--- src/stwf_pkg.sv ---
// constants and state type for the status word block
package stwf_pkg;

  // ----------------------------------------------------------------
  // register offsets (byte addresses on the bus)
  // ----------------------------------------------------------------
  localparam logic [7:0]  ADDR_HIGH    = 8'h00;
  localparam logic [7:0]  ADDR_LOW     = 8'h04;

  // ----------------------------------------------------------------
  // field positions inside the 16-bit status word
  // ----------------------------------------------------------------
  localparam int          BIT_USER     = 15;
  localparam int          BIT_BANK_HI  = 14;
  localparam int          BIT_BANK_LO  = 12;
  localparam int          BIT_SIGN     = 7;
  localparam int          BIT_ZERO     = 6;
  localparam int          BIT_RSS      = 5;
  localparam int          BIT_HALF     = 4;
  localparam int          BIT_IE       = 3;
  localparam int          BIT_PV       = 2;
  localparam int          BIT_CARRY    = 0;

  // implemented bits: reserved bits 11-8 and bit 1 stay zero
  localparam logic [15:0] SW_MASK      = 16'hF0FD;
  localparam logic [15:0] SW_RESET     = 16'h0000;

  // ----------------------------------------------------------------
  // operation kinds for the flag unit
  // ----------------------------------------------------------------
  localparam logic [1:0]  KIND_ARITH   = 2'h0;
  localparam logic [1:0]  KIND_LOGIC   = 2'h1;
  localparam logic [1:0]  KIND_SHIFT   = 2'h2;

  // affect-mask bit positions
  localparam int          AFF_CARRY    = 0;
  localparam int          AFF_PV       = 1;
  localparam int          AFF_HALF     = 2;
  localparam int          AFF_ZERO     = 3;
  localparam int          AFF_SIGN     = 4;

  // single-bit operations
  localparam logic [1:0]  BOP_SET      = 2'h1;
  localparam logic [1:0]  BOP_CLEAR    = 2'h2;
  localparam logic [1:0]  BOP_LOAD     = 2'h3;

  // accumulator-style operand names
  localparam logic [2:0]  NAME_A       = 3'h0;
  localparam logic [2:0]  NAME_X       = 3'h1;
  localparam logic [2:0]  NAME_B       = 3'h2;
  localparam logic [2:0]  NAME_C       = 3'h3;
  localparam logic [2:0]  NAME_AX      = 3'h4;
  localparam logic [2:0]  NAME_BC      = 3'h5;
  localparam logic [3:0]  ALT_OFFSET   = 4'h4;
  localparam logic [3:0]  ALT_PAIR_OFS = 4'h2;

  // ----------------------------------------------------------------
  // whole state of the block
  // ----------------------------------------------------------------
  typedef struct packed {
    logic [15:0] sw;
    logic [15:0] save_word;
    logic        save_strobe;
    logic        save_to_ctx;
    logic [31:0] rdata;
    logic        slverr;
  } stwf_state_t;

endpackage

--- src/stwf_top.sv ---
// status word register with flag unit, save/restore and apb access
`timescale 1ns/1ps
// Overview of operation
// RQ1 - 16-bit word, read/written as two bytes, single flags set/cleared/tested.
// RQ2 - Push word on vectored interrupt or break; pop on interrupt returns.
// RQ3 - Copy word to context save pair; restore on context-switch returns.
// RQ4 - Reset clears all bits: bank zero, interrupts disabled.
// RQ5 - Bit 1 of low half written zero; high low nibble undefined on read.
// RQ6 - High: user flag 7, bank 6-4. Low: S Z REGISTER_SET_SELECT AC IE PV 7-2, CY 0.
// RQ7 - Carry takes arithmetic carry/borrow, shifted-out bit, and acts as bit accumulator.
// RQ8 - Parity set for even ones; 16-bit shifts count only low byte.
// RQ9 - Arithmetic overflow is carry out of MSB xor carry into MSB.
// RQ10 - Interrupt enable low: only non-maskable and unmasked macro service accepted.
// RQ11 - Interrupt enable high: maskable acceptance by own mask and priority.
// RQ12 - Enable instruction sets flag; disable instruction or acknowledge clears it.
// RQ13 - Half carry set on carry out of or borrow into bit 3.
// RQ14 - Zero flag set for zero result, cleared otherwise.
// RQ15 - Sign flag copies the result's most significant bit.
// RQ16 - Three-bit bank selector picks bank n; bank instruction loads it.
// RQ17 - User flag is software owned with no hardware effect.
// RQ18 - Select low: A R1, X R0, B R3, C R2, pairs 0 and 1.
// RQ19 - Select high: A R5, X R4, B R7, C R6, pairs 2 and 3.
// RQ20 - Remap applies only to named, implied and index operands.
// RQ21 - Software keeps register-set select at zero except for legacy code.
// RQ22 - Branches test carry, parity/overflow, zero and sign directly.
// RQ23 - 16-bit overflow from bit 15 carries; unaffected flags keep values.
module stwf_top (
  // clock, reset, enable
  input  wire logic        CLK,
  input  wire logic        RESETN,
  input  wire logic        CE,
  // apb slave
  input  wire logic        PSEL,
  input  wire logic        PENABLE,
  input  wire logic        PWRITE,
  input  wire logic [7:0]  PADDR,
  input  wire logic [31:0] PWDATA,
  output logic      [31:0] PRDATA,
  output logic             PREADY,
  output logic             PSLVERR,
  // flag unit
  input  wire logic        FLAG_UPD,
  input  wire logic [1:0]  FLAG_KIND,
  input  wire logic [4:0]  FLAG_AFFECT,
  input  wire logic        OP_WIDE,
  input  wire logic        OP_SUB,
  input  wire logic        OP_CIN,
  input  wire logic [15:0] OP_A,
  input  wire logic [15:0] OP_B,
  input  wire logic [15:0] RESULT_IN,
  input  wire logic        SHIFT_OUT,
  output logic      [15:0] SUM_OUT,
  // single-bit operations
  input  wire logic [1:0]  BIT_OP,
  input  wire logic [3:0]  BIT_SEL,
  input  wire logic        BIT_VAL,
  output logic             BIT_TEST,
  // instructions
  input  wire logic        EI_EXEC,
  input  wire logic        DI_EXEC,
  input  wire logic        BANK_SEL_EXEC,
  input  wire logic [2:0]  BANK_NUM,
  // save and restore
  input  wire logic        INT_ACK,
  input  wire logic        BRK_EXEC,
  input  wire logic        CTX_SAVE,
  input  wire logic        POP_VALID,
  input  wire logic [15:0] POP_DATA,
  input  wire logic        CTX_RESTORE,
  input  wire logic [15:0] CTX_DATA,
  output logic      [15:0] SAVE_WORD,
  output logic             SAVE_STROBE,
  output logic             SAVE_TO_CTX,
  // interrupt gating
  input  wire logic        NMI_REQ,
  input  wire logic        MACRO_REQ,
  input  wire logic        MASK_REQ,
  input  wire logic        MASK_FLAG,
  input  wire logic        PRIO_OK,
  output logic             INT_ACCEPT,
  // register remap
  input  wire logic        REMAP_APPLIES,
  input  wire logic [2:0]  REG_NAME,
  input  wire logic [3:0]  REG_ABS,
  output logic      [3:0]  REG_NUM,
  // status
  output logic      [15:0] STATUS_WORD,
  output logic      [2:0]  BANK,
  output logic             REGISTER_SET_SELECT,
  output logic             FLAG_CARRY,
  output logic             FLAG_PV,
  output logic             FLAG_ZERO,
  output logic             FLAG_SIGN
);

  stwf_pkg::stwf_state_t r_q;
  stwf_pkg::stwf_state_t r_d;

  logic        setup;
  logic        access;
  logic        hit_high;
  logic        hit_low;
  logic [15:0] bx;
  logic        cx;
  logic [16:0] sum16;
  logic [8:0]  sum8;
  logic [15:0] res;
  logic        res_msb;
  logic        res_zero;
  logic        ar_carry;
  logic        ar_ovf;
  logic        ar_half;
  logic        par_even;

  // ----------------------------------------------------------------
  // bus decode
  // ----------------------------------------------------------------
  assign setup    = PSEL && !PENABLE;
  assign access   = PSEL && PENABLE && CE;
  assign hit_high = (PADDR == stwf_pkg::ADDR_HIGH);
  assign hit_low  = (PADDR == stwf_pkg::ADDR_LOW);
  assign PREADY   = CE;
  assign PRDATA   = r_q.rdata;
  assign PSLVERR  = PSEL && PENABLE && r_q.slverr;

  // ----------------------------------------------------------------
  // arithmetic: subtract as add of complement, borrow = not carry
  // ----------------------------------------------------------------
  assign bx      = OP_SUB ? ~OP_B : OP_B;
  assign cx      = OP_SUB ? ~OP_CIN : OP_CIN;
  assign sum16   = {1'b0, OP_A} + {1'b0, bx} + {16'h0000, cx};
  assign sum8    = {1'b0, OP_A[7:0]} + {1'b0, bx[7:0]} + {8'h00, cx};
  assign SUM_OUT = OP_WIDE ? sum16[15:0] : {8'h00, sum8[7:0]};
  assign res     = (FLAG_KIND == stwf_pkg::KIND_ARITH) ? SUM_OUT : RESULT_IN;
  assign res_msb = OP_WIDE ? res[15] : res[7];
  assign res_zero = OP_WIDE ? (res == 16'h0000) : (res[7:0] == 8'h00); // RQ14
  assign ar_carry = (OP_WIDE ? sum16[16] : sum8[8]) ^ OP_SUB; // RQ7
  assign ar_ovf  = OP_WIDE ? (sum16[16] ^ (OP_A[15] ^ bx[15] ^ sum16[15])) // RQ23
                           : (sum8[8] ^ (OP_A[7] ^ bx[7] ^ sum8[7])); // RQ9
  assign ar_half = (OP_A[4] ^ bx[4] ^ sum16[4]) ^ OP_SUB; // RQ13
  // for 16-bit shifts only the low byte counts, so logic and shift kinds both use it
  assign par_even = ~^res[7:0]; // RQ8

  // ----------------------------------------------------------------
  // next state
  // ----------------------------------------------------------------
  always_comb begin
    r_d = r_q;
    r_d.save_strobe = 1'b0;
    if (setup) begin
      r_d.slverr = !(hit_high || hit_low);
      r_d.rdata  = 32'h0000_0000;
      if (!PWRITE && hit_high) begin
        // reserved low nibble reads as zero
        r_d.rdata[7:0] = {r_q.sw[15:12], 4'h0}; // RQ5
      end
      if (!PWRITE && hit_low) begin
        r_d.rdata[7:0] = r_q.sw[7:0]; // RQ1
      end
    end
    // flag updates from executed instructions
    if (FLAG_UPD) begin
      if (FLAG_AFFECT[stwf_pkg::AFF_CARRY]) begin
        if (FLAG_KIND == stwf_pkg::KIND_ARITH) begin
          r_d.sw[stwf_pkg::BIT_CARRY] = ar_carry; // RQ7
        end else if (FLAG_KIND == stwf_pkg::KIND_SHIFT) begin
          r_d.sw[stwf_pkg::BIT_CARRY] = SHIFT_OUT; // RQ7
        end
      end
      if (FLAG_AFFECT[stwf_pkg::AFF_PV]) begin
        r_d.sw[stwf_pkg::BIT_PV] = (FLAG_KIND == stwf_pkg::KIND_ARITH) ? ar_ovf
                                                                      : par_even; // RQ8
      end
      if (FLAG_AFFECT[stwf_pkg::AFF_HALF] && FLAG_KIND == stwf_pkg::KIND_ARITH) begin
        r_d.sw[stwf_pkg::BIT_HALF] = ar_half; // RQ13
      end
      if (FLAG_AFFECT[stwf_pkg::AFF_ZERO]) begin
        r_d.sw[stwf_pkg::BIT_ZERO] = res_zero; // RQ14
      end
      if (FLAG_AFFECT[stwf_pkg::AFF_SIGN]) begin
        r_d.sw[stwf_pkg::BIT_SIGN] = res_msb; // RQ15
      end
    end
    // single-bit manipulation; load puts a value into the carry accumulator
    case (BIT_OP)
      stwf_pkg::BOP_SET: begin
        r_d.sw[BIT_SEL] = 1'b1; // RQ1
      end
      stwf_pkg::BOP_CLEAR: begin
        r_d.sw[BIT_SEL] = 1'b0; // RQ1
      end
      stwf_pkg::BOP_LOAD: begin
        r_d.sw[stwf_pkg::BIT_CARRY] = BIT_VAL; // RQ7
      end
      default: begin
      end
    endcase
    if (BANK_SEL_EXEC) begin
      r_d.sw[stwf_pkg::BIT_BANK_HI:stwf_pkg::BIT_BANK_LO] = BANK_NUM; // RQ16
    end
    if (EI_EXEC) begin
      r_d.sw[stwf_pkg::BIT_IE] = 1'b1; // RQ12
    end
    if (DI_EXEC) begin
      r_d.sw[stwf_pkg::BIT_IE] = 1'b0; // RQ12
    end
    // saves see the word before this cycle's changes
    if (INT_ACK || BRK_EXEC) begin
      r_d.save_word   = r_q.sw; // RQ2
      r_d.save_strobe = 1'b1;
      r_d.save_to_ctx = 1'b0;
    end else if (CTX_SAVE) begin
      r_d.save_word   = r_q.sw; // RQ3
      r_d.save_strobe = 1'b1;
      r_d.save_to_ctx = 1'b1;
    end
    if (INT_ACK) begin
      r_d.sw[stwf_pkg::BIT_IE] = 1'b0; // RQ12
    end
    // software writes override instruction effects in the same cycle
    if (access && PWRITE && hit_high) begin
      r_d.sw[15:12] = PWDATA[7:4]; // RQ6 RQ17
    end
    if (access && PWRITE && hit_low) begin
      r_d.sw[7:0] = PWDATA[7:0]; // RQ6
    end
    // restores win over everything else
    if (CTX_RESTORE) begin
      r_d.sw = CTX_DATA; // RQ3
    end
    if (POP_VALID) begin
      r_d.sw = POP_DATA; // RQ2
    end
    // reserved bits never hold a one
    r_d.sw = r_d.sw & stwf_pkg::SW_MASK; // RQ5
  end

  always_ff @(posedge CLK or negedge RESETN) begin
    if (!RESETN) begin
      r_q <= '0; // RQ4
    end else if (CE) begin
      r_q <= r_d;
    end
  end

  // ----------------------------------------------------------------
  // outputs
  // ----------------------------------------------------------------
  assign STATUS_WORD = r_q.sw;
  assign SAVE_WORD   = r_q.save_word;
  assign SAVE_STROBE = r_q.save_strobe;
  assign SAVE_TO_CTX = r_q.save_to_ctx;
  assign BANK        = r_q.sw[stwf_pkg::BIT_BANK_HI:stwf_pkg::BIT_BANK_LO]; // RQ16
  assign REGISTER_SET_SELECT         = r_q.sw[stwf_pkg::BIT_RSS];
  assign FLAG_CARRY  = r_q.sw[stwf_pkg::BIT_CARRY]; // RQ22
  assign FLAG_PV     = r_q.sw[stwf_pkg::BIT_PV]; // RQ22
  assign FLAG_ZERO   = r_q.sw[stwf_pkg::BIT_ZERO]; // RQ22
  assign FLAG_SIGN   = r_q.sw[stwf_pkg::BIT_SIGN]; // RQ22
  assign BIT_TEST    = r_q.sw[BIT_SEL]; // RQ1

  // maskable requests need the enable, their own mask clear and priority
  assign INT_ACCEPT  = NMI_REQ || MACRO_REQ // RQ10
                     || (r_q.sw[stwf_pkg::BIT_IE] && MASK_REQ && !MASK_FLAG && PRIO_OK); // RQ11

  // ----------------------------------------------------------------
  // register-set remap of accumulator-style names
  // ----------------------------------------------------------------
  always_comb begin
    REG_NUM = REG_ABS; // RQ20
    if (REMAP_APPLIES) begin
      case (REG_NAME)
        stwf_pkg::NAME_A:  REG_NUM = 4'h1; // RQ18
        stwf_pkg::NAME_X:  REG_NUM = 4'h0;
        stwf_pkg::NAME_B:  REG_NUM = 4'h3;
        stwf_pkg::NAME_C:  REG_NUM = 4'h2;
        stwf_pkg::NAME_AX: REG_NUM = 4'h0;
        stwf_pkg::NAME_BC: REG_NUM = 4'h1;
        default:           REG_NUM = REG_ABS;
      endcase
      if (REGISTER_SET_SELECT && REG_NAME <= stwf_pkg::NAME_C) begin
        REG_NUM = REG_NUM + stwf_pkg::ALT_OFFSET; // RQ19
      end else if (REGISTER_SET_SELECT && REG_NAME <= stwf_pkg::NAME_BC) begin
        REG_NUM = REG_NUM + stwf_pkg::ALT_PAIR_OFS; // RQ19
      end
    end
  end

  // ----------------------------------------------------------------
  // assertions
  // ----------------------------------------------------------------
  logic ei_alone;
  assign ei_alone = CE && EI_EXEC && !DI_EXEC && !INT_ACK && !POP_VALID && !CTX_RESTORE
                    && !(access && PWRITE && hit_low) && BIT_OP == 2'h0;

  property p_reset_clear;
    @(posedge CLK) disable iff (!RESETN)
    !$past(RESETN) |-> (STATUS_WORD == 16'h0000);
  endproperty
  a_reset_clear: assert property (p_reset_clear) else $error("word not zero after reset"); // RQ4

  property p_ack_clears_ie;
    @(posedge CLK) disable iff (!RESETN)
    (CE && INT_ACK && !POP_VALID && !CTX_RESTORE && !(access && PWRITE && hit_low))
    |=> !STATUS_WORD[3];
  endproperty
  a_ack_clears_ie: assert property (p_ack_clears_ie) else $error("ie kept after ack"); // RQ12

  property p_ei_sets;
    @(posedge CLK) disable iff (!RESETN)
    ei_alone |=> STATUS_WORD[3];
  endproperty
  a_ei_sets: assert property (p_ei_sets) else $error("ie not set by enable"); // RQ12

  property p_push_word;
    @(posedge CLK) disable iff (!RESETN)
    (CE && (INT_ACK || BRK_EXEC)) |=> SAVE_STROBE && !SAVE_TO_CTX
                                     && SAVE_WORD == $past(STATUS_WORD);
  endproperty
  a_push_word: assert property (p_push_word) else $error("push word wrong"); // RQ2

  property p_pop_restore;
    @(posedge CLK) disable iff (!RESETN)
    (CE && POP_VALID) |=> STATUS_WORD == ($past(POP_DATA) & 16'hF0FD);
  endproperty
  a_pop_restore: assert property (p_pop_restore) else $error("pop not restored"); // RQ2

  property p_ctx_restore;
    @(posedge CLK) disable iff (!RESETN)
    (CE && CTX_RESTORE && !POP_VALID) |=> STATUS_WORD == ($past(CTX_DATA) & 16'hF0FD);
  endproperty
  a_ctx_restore: assert property (p_ctx_restore) else $error("context not restored"); // RQ3

  property p_gate_off;
    @(posedge CLK) disable iff (!RESETN)
    (!STATUS_WORD[3] && !NMI_REQ && !MACRO_REQ) |-> !INT_ACCEPT;
  endproperty
  a_gate_off: assert property (p_gate_off) else $error("maskable accepted while disabled"); // RQ10

  property p_bit1_zero;
    @(posedge CLK) disable iff (!RESETN)
    STATUS_WORD[1] == 1'b0 && STATUS_WORD[11:8] == 4'h0;
  endproperty
  a_bit1_zero: assert property (p_bit1_zero) else $error("reserved bit set"); // RQ5

  property p_remap_a;
    @(posedge CLK) disable iff (!RESETN)
    (REMAP_APPLIES && REG_NAME == 3'h0) |-> REG_NUM == (REGISTER_SET_SELECT ? 4'h5 : 4'h1);
  endproperty
  a_remap_a: assert property (p_remap_a) else $error("accumulator remap wrong"); // RQ19

  property p_remap_bc;
    @(posedge CLK) disable iff (!RESETN)
    (REMAP_APPLIES && REG_NAME == 3'h5) |-> REG_NUM == (REGISTER_SET_SELECT ? 4'h3 : 4'h1);
  endproperty
  a_remap_bc: assert property (p_remap_bc) else $error("second pair remap wrong"); // RQ18

  property p_bank_load;
    @(posedge CLK) disable iff (!RESETN)
    (CE && BANK_SEL_EXEC && !POP_VALID && !CTX_RESTORE && !(access && PWRITE && hit_high))
    |=> BANK == $past(BANK_NUM);
  endproperty
  a_bank_load: assert property (p_bank_load) else $error("bank not loaded"); // RQ16

  property p_di_clears;
    @(posedge CLK) disable iff (!RESETN)
    (CE && DI_EXEC && !POP_VALID && !CTX_RESTORE && !(access && PWRITE && hit_low))
    |=> !STATUS_WORD[3];
  endproperty
  a_di_clears: assert property (p_di_clears) else $error("ie kept after disable"); // RQ12

  property p_ctx_save;
    @(posedge CLK) disable iff (!RESETN)
    (CE && CTX_SAVE && !INT_ACK && !BRK_EXEC) |=> SAVE_STROBE && SAVE_TO_CTX
                                                 && SAVE_WORD == $past(STATUS_WORD);
  endproperty
  a_ctx_save: assert property (p_ctx_save) else $error("context save wrong"); // RQ3

  c_ack:  cover property (@(posedge CLK) disable iff (!RESETN) CE && INT_ACK);
  c_pop:  cover property (@(posedge CLK) disable iff (!RESETN) CE && POP_VALID);
  c_ctx:  cover property (@(posedge CLK) disable iff (!RESETN) CE && CTX_SAVE ##[1:20] CTX_RESTORE);
  c_wr:   cover property (@(posedge CLK) disable iff (!RESETN) access && PWRITE && hit_low);
  c_bank: cover property (@(posedge CLK) disable iff (!RESETN) CE && BANK_SEL_EXEC);

endmodule

--- config.mk ---
export PLATFORM = sky130hd
export DESIGN_NAME = stwf_top
export DESIGN_NICKNAME = d
export VERILOG_FILES = /design/src/stwf_pkg.sv /design/src/stwf_top.sv
export SDC_FILE = /design/constraint.sdc
export NUM_CORES = 1
export LEC_CHECK = 0
export BUFFER_PORTS_ARGS = -buffer_cell sky130_fd_sc_hd__buf_2
export CORE_AREA = 2 2 105 107
export DETAILED_ROUTE_END_ITERATION = 10
export DIE_AREA = 0 0 107 109
export GPL_ROUTABILITY_DRIVEN = 0
export PLACE_DENSITY = 0.73
export SLEW_MARGIN = 15
export SYNTH_ARGS = -nofsm -noshare
export SYNTH_HDL_FRONTEND = slang
export SYNTH_SLANG_ARGS = --single-unit
--- constraint.sdc ---
create_clock -name CLK -period 5.24 [get_ports CLK]
set_input_delay 0.786 -clock CLK [delete_from_list [all_inputs] [get_ports CLK]]
set_output_delay 0.786 -clock CLK [all_outputs]
set_load 0.1 [all_outputs]
==> reports/qor.csv <==
stage,metric,value,unit
routing,routedWlPerCell,16.67,um
global_routing,grt_pass1_wl,20330,um
timing,setup_viol,0,
status,status,"complete, no violations",
routing,vias,4408,
routing,wirelength,13700,um
critical_path,crit_arrival,3.73,ns
floorplanning,ios,267,
clocking,cts_sinks,32,
floorplanning,die_w,107,um
timing,period_share,86.16,%
floorplanning,start_util,39.95,%
clocking,tritoncts,built,
final_layout,nets,876,
clocking,clk_latency,0.28,ns
floorplanning,die_h,109,um
flow_run,maxCapViolations,0,
pwr,peakVddDrop,0.2855,mV
routing,ant_nets,0,
timing,fin_tns_setup,0,ns
clocking,clk_pin_slew,0.07,ns
critical_path,path_class,in2out,
timing,fmax,0.2215,GHz
synth,syn_inst,532,
critical_path,cp.buffers_inverters,4,
critical_path,cpMostUsedCell,buf_2,
clocking,cts.htree.levels,2,
floorplanning,rows,38,
clocking,hold_buffers,0,
timing,slew_headroom,22.93,%
synth,ys.flop_type,dfrtp_1,
final_layout,area_growth,20.71,%
critical_path,path_delay_family,compound AO/OA/AOI/OAI gates,
routing,dr.pass1.iters,5,
timing,final-max-slew-violation-count,0,
clocking,cts_resized,0,
synth,yosys_warnings,0,
synth,synth_cell_types,73,
floorplanning,coreArea,10600,um^2
critical_path,critPathRequiredTime,4.45,ns
global_routing,track_usage,22.36,%
critical_path,crit_chain,"buf_2, buf_4, xor2_1, inv_1, fa_1, nor2b_1, o31a_1, o21ai_4, o211ai_1, a21oi_1, a31oi_1, and2_1, buf_2",
timing,clock_skew,0.01072,ns
global_routing,grt_antenna_before_repair,0,
clocking,cts_root_buf,clkbuf_8,
timing,fin_crit,4.515,ns
floorplanning,die_area,11660,um^2
synth,synth_edf_count,0,
final_layout,n_antenna_cell,0,
global_routing,grt_pass1_vias,4012,
synth,async_reset_ff_share,100.0,%
pwr,power_leakage,2.534,nW
pwr,fin_total_pwr,1.796,mW
place,dp_hpwl,11020,um
critical_path,path_max_fanout,19,
clocking,cts_setup_buffers,0,
timing,grt_setup_unrepaired,false,
global_routing,grt_remaining_overflow,0,
global_routing,grt_max_degree,33,
critical_path,worstSetupEndpointType,output port,
routing,drc,0,
place,port_buffers,196,
synth,synth_area_per_cell,7.961,um^2
synth,yosysSeqAreaShare,18.91,%
clocking,cts_buffer_depth,2,
critical_path,slowest_stage,fa_1,
synth,ys_ff_latch,32,
synth,syn-cell-area,4235,um^2
worst_hold_path,hp-class,reg2reg,
critical_path,max_stage_delay,0.45,ns
routing,first_iter_violations,283,
clocking,cts_buffers,5,
critical_path,critPathLaunchType,input port,
routing,viasPerCell,5.363,
final_layout,drive_gt1_share,36.22,%
pwr,power.density,351.2,nW/um^2
timing,tightest_slew,1.147,ns
timing,hold_violations,0,
cells by family (layout without fill, tap and decap cells):
group,count (synthesis),count (layout),share of synthesized area [%]
adders and majority gates,26,26,8.036
buffers and inverters,107,223,16.07
xor gates and xnor gates,35,35,7.238
muxes,28,28,7.888
other,1,35,0.08854
DFF,32,32,18.91
AOI/OAI and AO/OA,143,143,22.90
and+or+nand+nor,160,160,18.88
routing by layer:
layer  global-route usage (%)  vias up  part of all wire [%]
li1                         -     2109                     -
met1                    27.29     2017                    39
met2                    40.72      268                    49
met3                    3.467       14                    10
met4                    6.401        0                   1.6
met5                        0        -                     0
stage by stage:
step	utilization, %	instances	hold slack, ns	instance area, um^2	setup WS [ns]
after CTS	48.14	822	0.4851	5104	0.7648
after floorplan	-	566	0.4429	4432	0.02908
after global placement	47.09	814	0.4569	4992	0.6224
after detailed placement	47.09	814	0.4676	4992	0.5279
after global routing	48.22	822	0.5113	5112	0.5219
final	48.22	822	0.4811	5112	0.7250
worst paths after layout:
check                                from        endpoint  slack [ns]  depth (start not counted)
min in group asynchronous          RESETN       PRDATA[7]        0.56                          1
hold reg to reg                 PRDATA[0]       PRDATA[0]        0.48                          2
hold / removal                  PRDATA[0]       PRDATA[0]        0.48                          2
max in group asynchronous          RESETN  STATUS_WORD[2]        4.20                          1
setup reg to reg           STATUS_WORD[6]  STATUS_WORD[6]        2.98                          6
setup / recovery                   OP_SUB     SUM_OUT[14]        0.72                         13
power breakdown:
part           internal [mW]  total [mW]  leakage [nW]  switching, mW
combinational          0.274        1.23          2.08          0.958
sequential             0.277       0.323         0.398         0.0452
clock                  0.141       0.240        0.0541         0.0996
flip-flops by register name, indices dropped and copies added, names as in the netlist:
name and cells:
PRDATA 7, SAVE_STROBE 1, SAVE_TO_CTX 1, SAVE_WORD 11, STATUS_WORD 11, r_q 1
cell usage after synthesis (3+ instances only):
master    count  area (um^2)
buf_6         3        33.78
o22ai_1       3        18.77
a211oi_1      8        60.06
ha_1         24        300.3
o211ai_1      3        22.52
nor2_1       22        82.58
mux4_2        3        67.56
and3_1        3        18.77
inv_1        17        63.81
a22oi_1       5        37.54
a21o_1        6        45.04
a21oi_1      34        170.2
nor3_1       11        55.05
clkbuf_1     15        56.30
xor2_1       21        183.9
and2_1        7        43.79
o21a_1        8        60.06
mux2i_1      12        120.1
nand3_1      14        70.07
buf_4        68        510.5
o31ai_1       8        60.06
o21ai_0      31        155.2
dfrtp_1      32        800.8
nor4_1        4        25.02
nor2b_1       7        43.79
a31oi_1       9        56.30
mux2_2       13        146.4
nand2_1      65        244.0
xnor2_1      14        122.6
cells in the final DEF (no fill, tap or decap), drive strengths merged, types with 3 or more instances in the layout:
| cell type | synthesis | routed |
|---|---|---|
| xor2 | 21 | 21 |
| mux2i | 12 | 12 |
| and2 | 9 | 9 |
| nand3 | 14 | 14 |
| nand2 | 65 | 65 |
| ha | 24 | 24 |
| nor4 | 4 | 4 |
| nor2 | 24 | 24 |
| o221ai | 3 | 3 |
| and3 | 4 | 4 |
| clkbuf | 15 | 5 |
| a31oi | 9 | 9 |
| a21o | 6 | 6 |
| o21a | 8 | 8 |
| o21ai | 33 | 33 |
| o31ai | 9 | 9 |
| nor2b | 8 | 8 |
| mux2 | 13 | 13 |
| xnor2 | 14 | 14 |
| o211ai | 3 | 3 |
| inv | 18 | 18 |
| o22ai | 4 | 4 |
| a22oi | 5 | 5 |
| conb | 1 | 35 |
| mux4 | 3 | 3 |
| nor3 | 11 | 11 |
| dfrtp | 32 | 32 |
| buf | 74 | 197 |
| a211oi | 9 | 9 |
| a21oi | 34 | 34 |
worst register-to-register path: stages (launching register included):
cell	delay, ns
dfrtp_1	0.56
a32oi_1	0.15
o21ai_0	0.11
or4bb_1	0.44
a211o_1	0.29
or4_4	0.42
o31ai_2	0.21
final cells by class:
cell class	count	area (um^2)
clock buffers	5	68.82
fillers	1053	5490
clock inverters	3	42.54
well taps	140	175.2
multi-input cells	427	2969
inverters	18	67.56
repair buffers	197	988.4
flip-flops and latches	32	800.8
No activity file was read; power rests on OpenSTA's default activity.
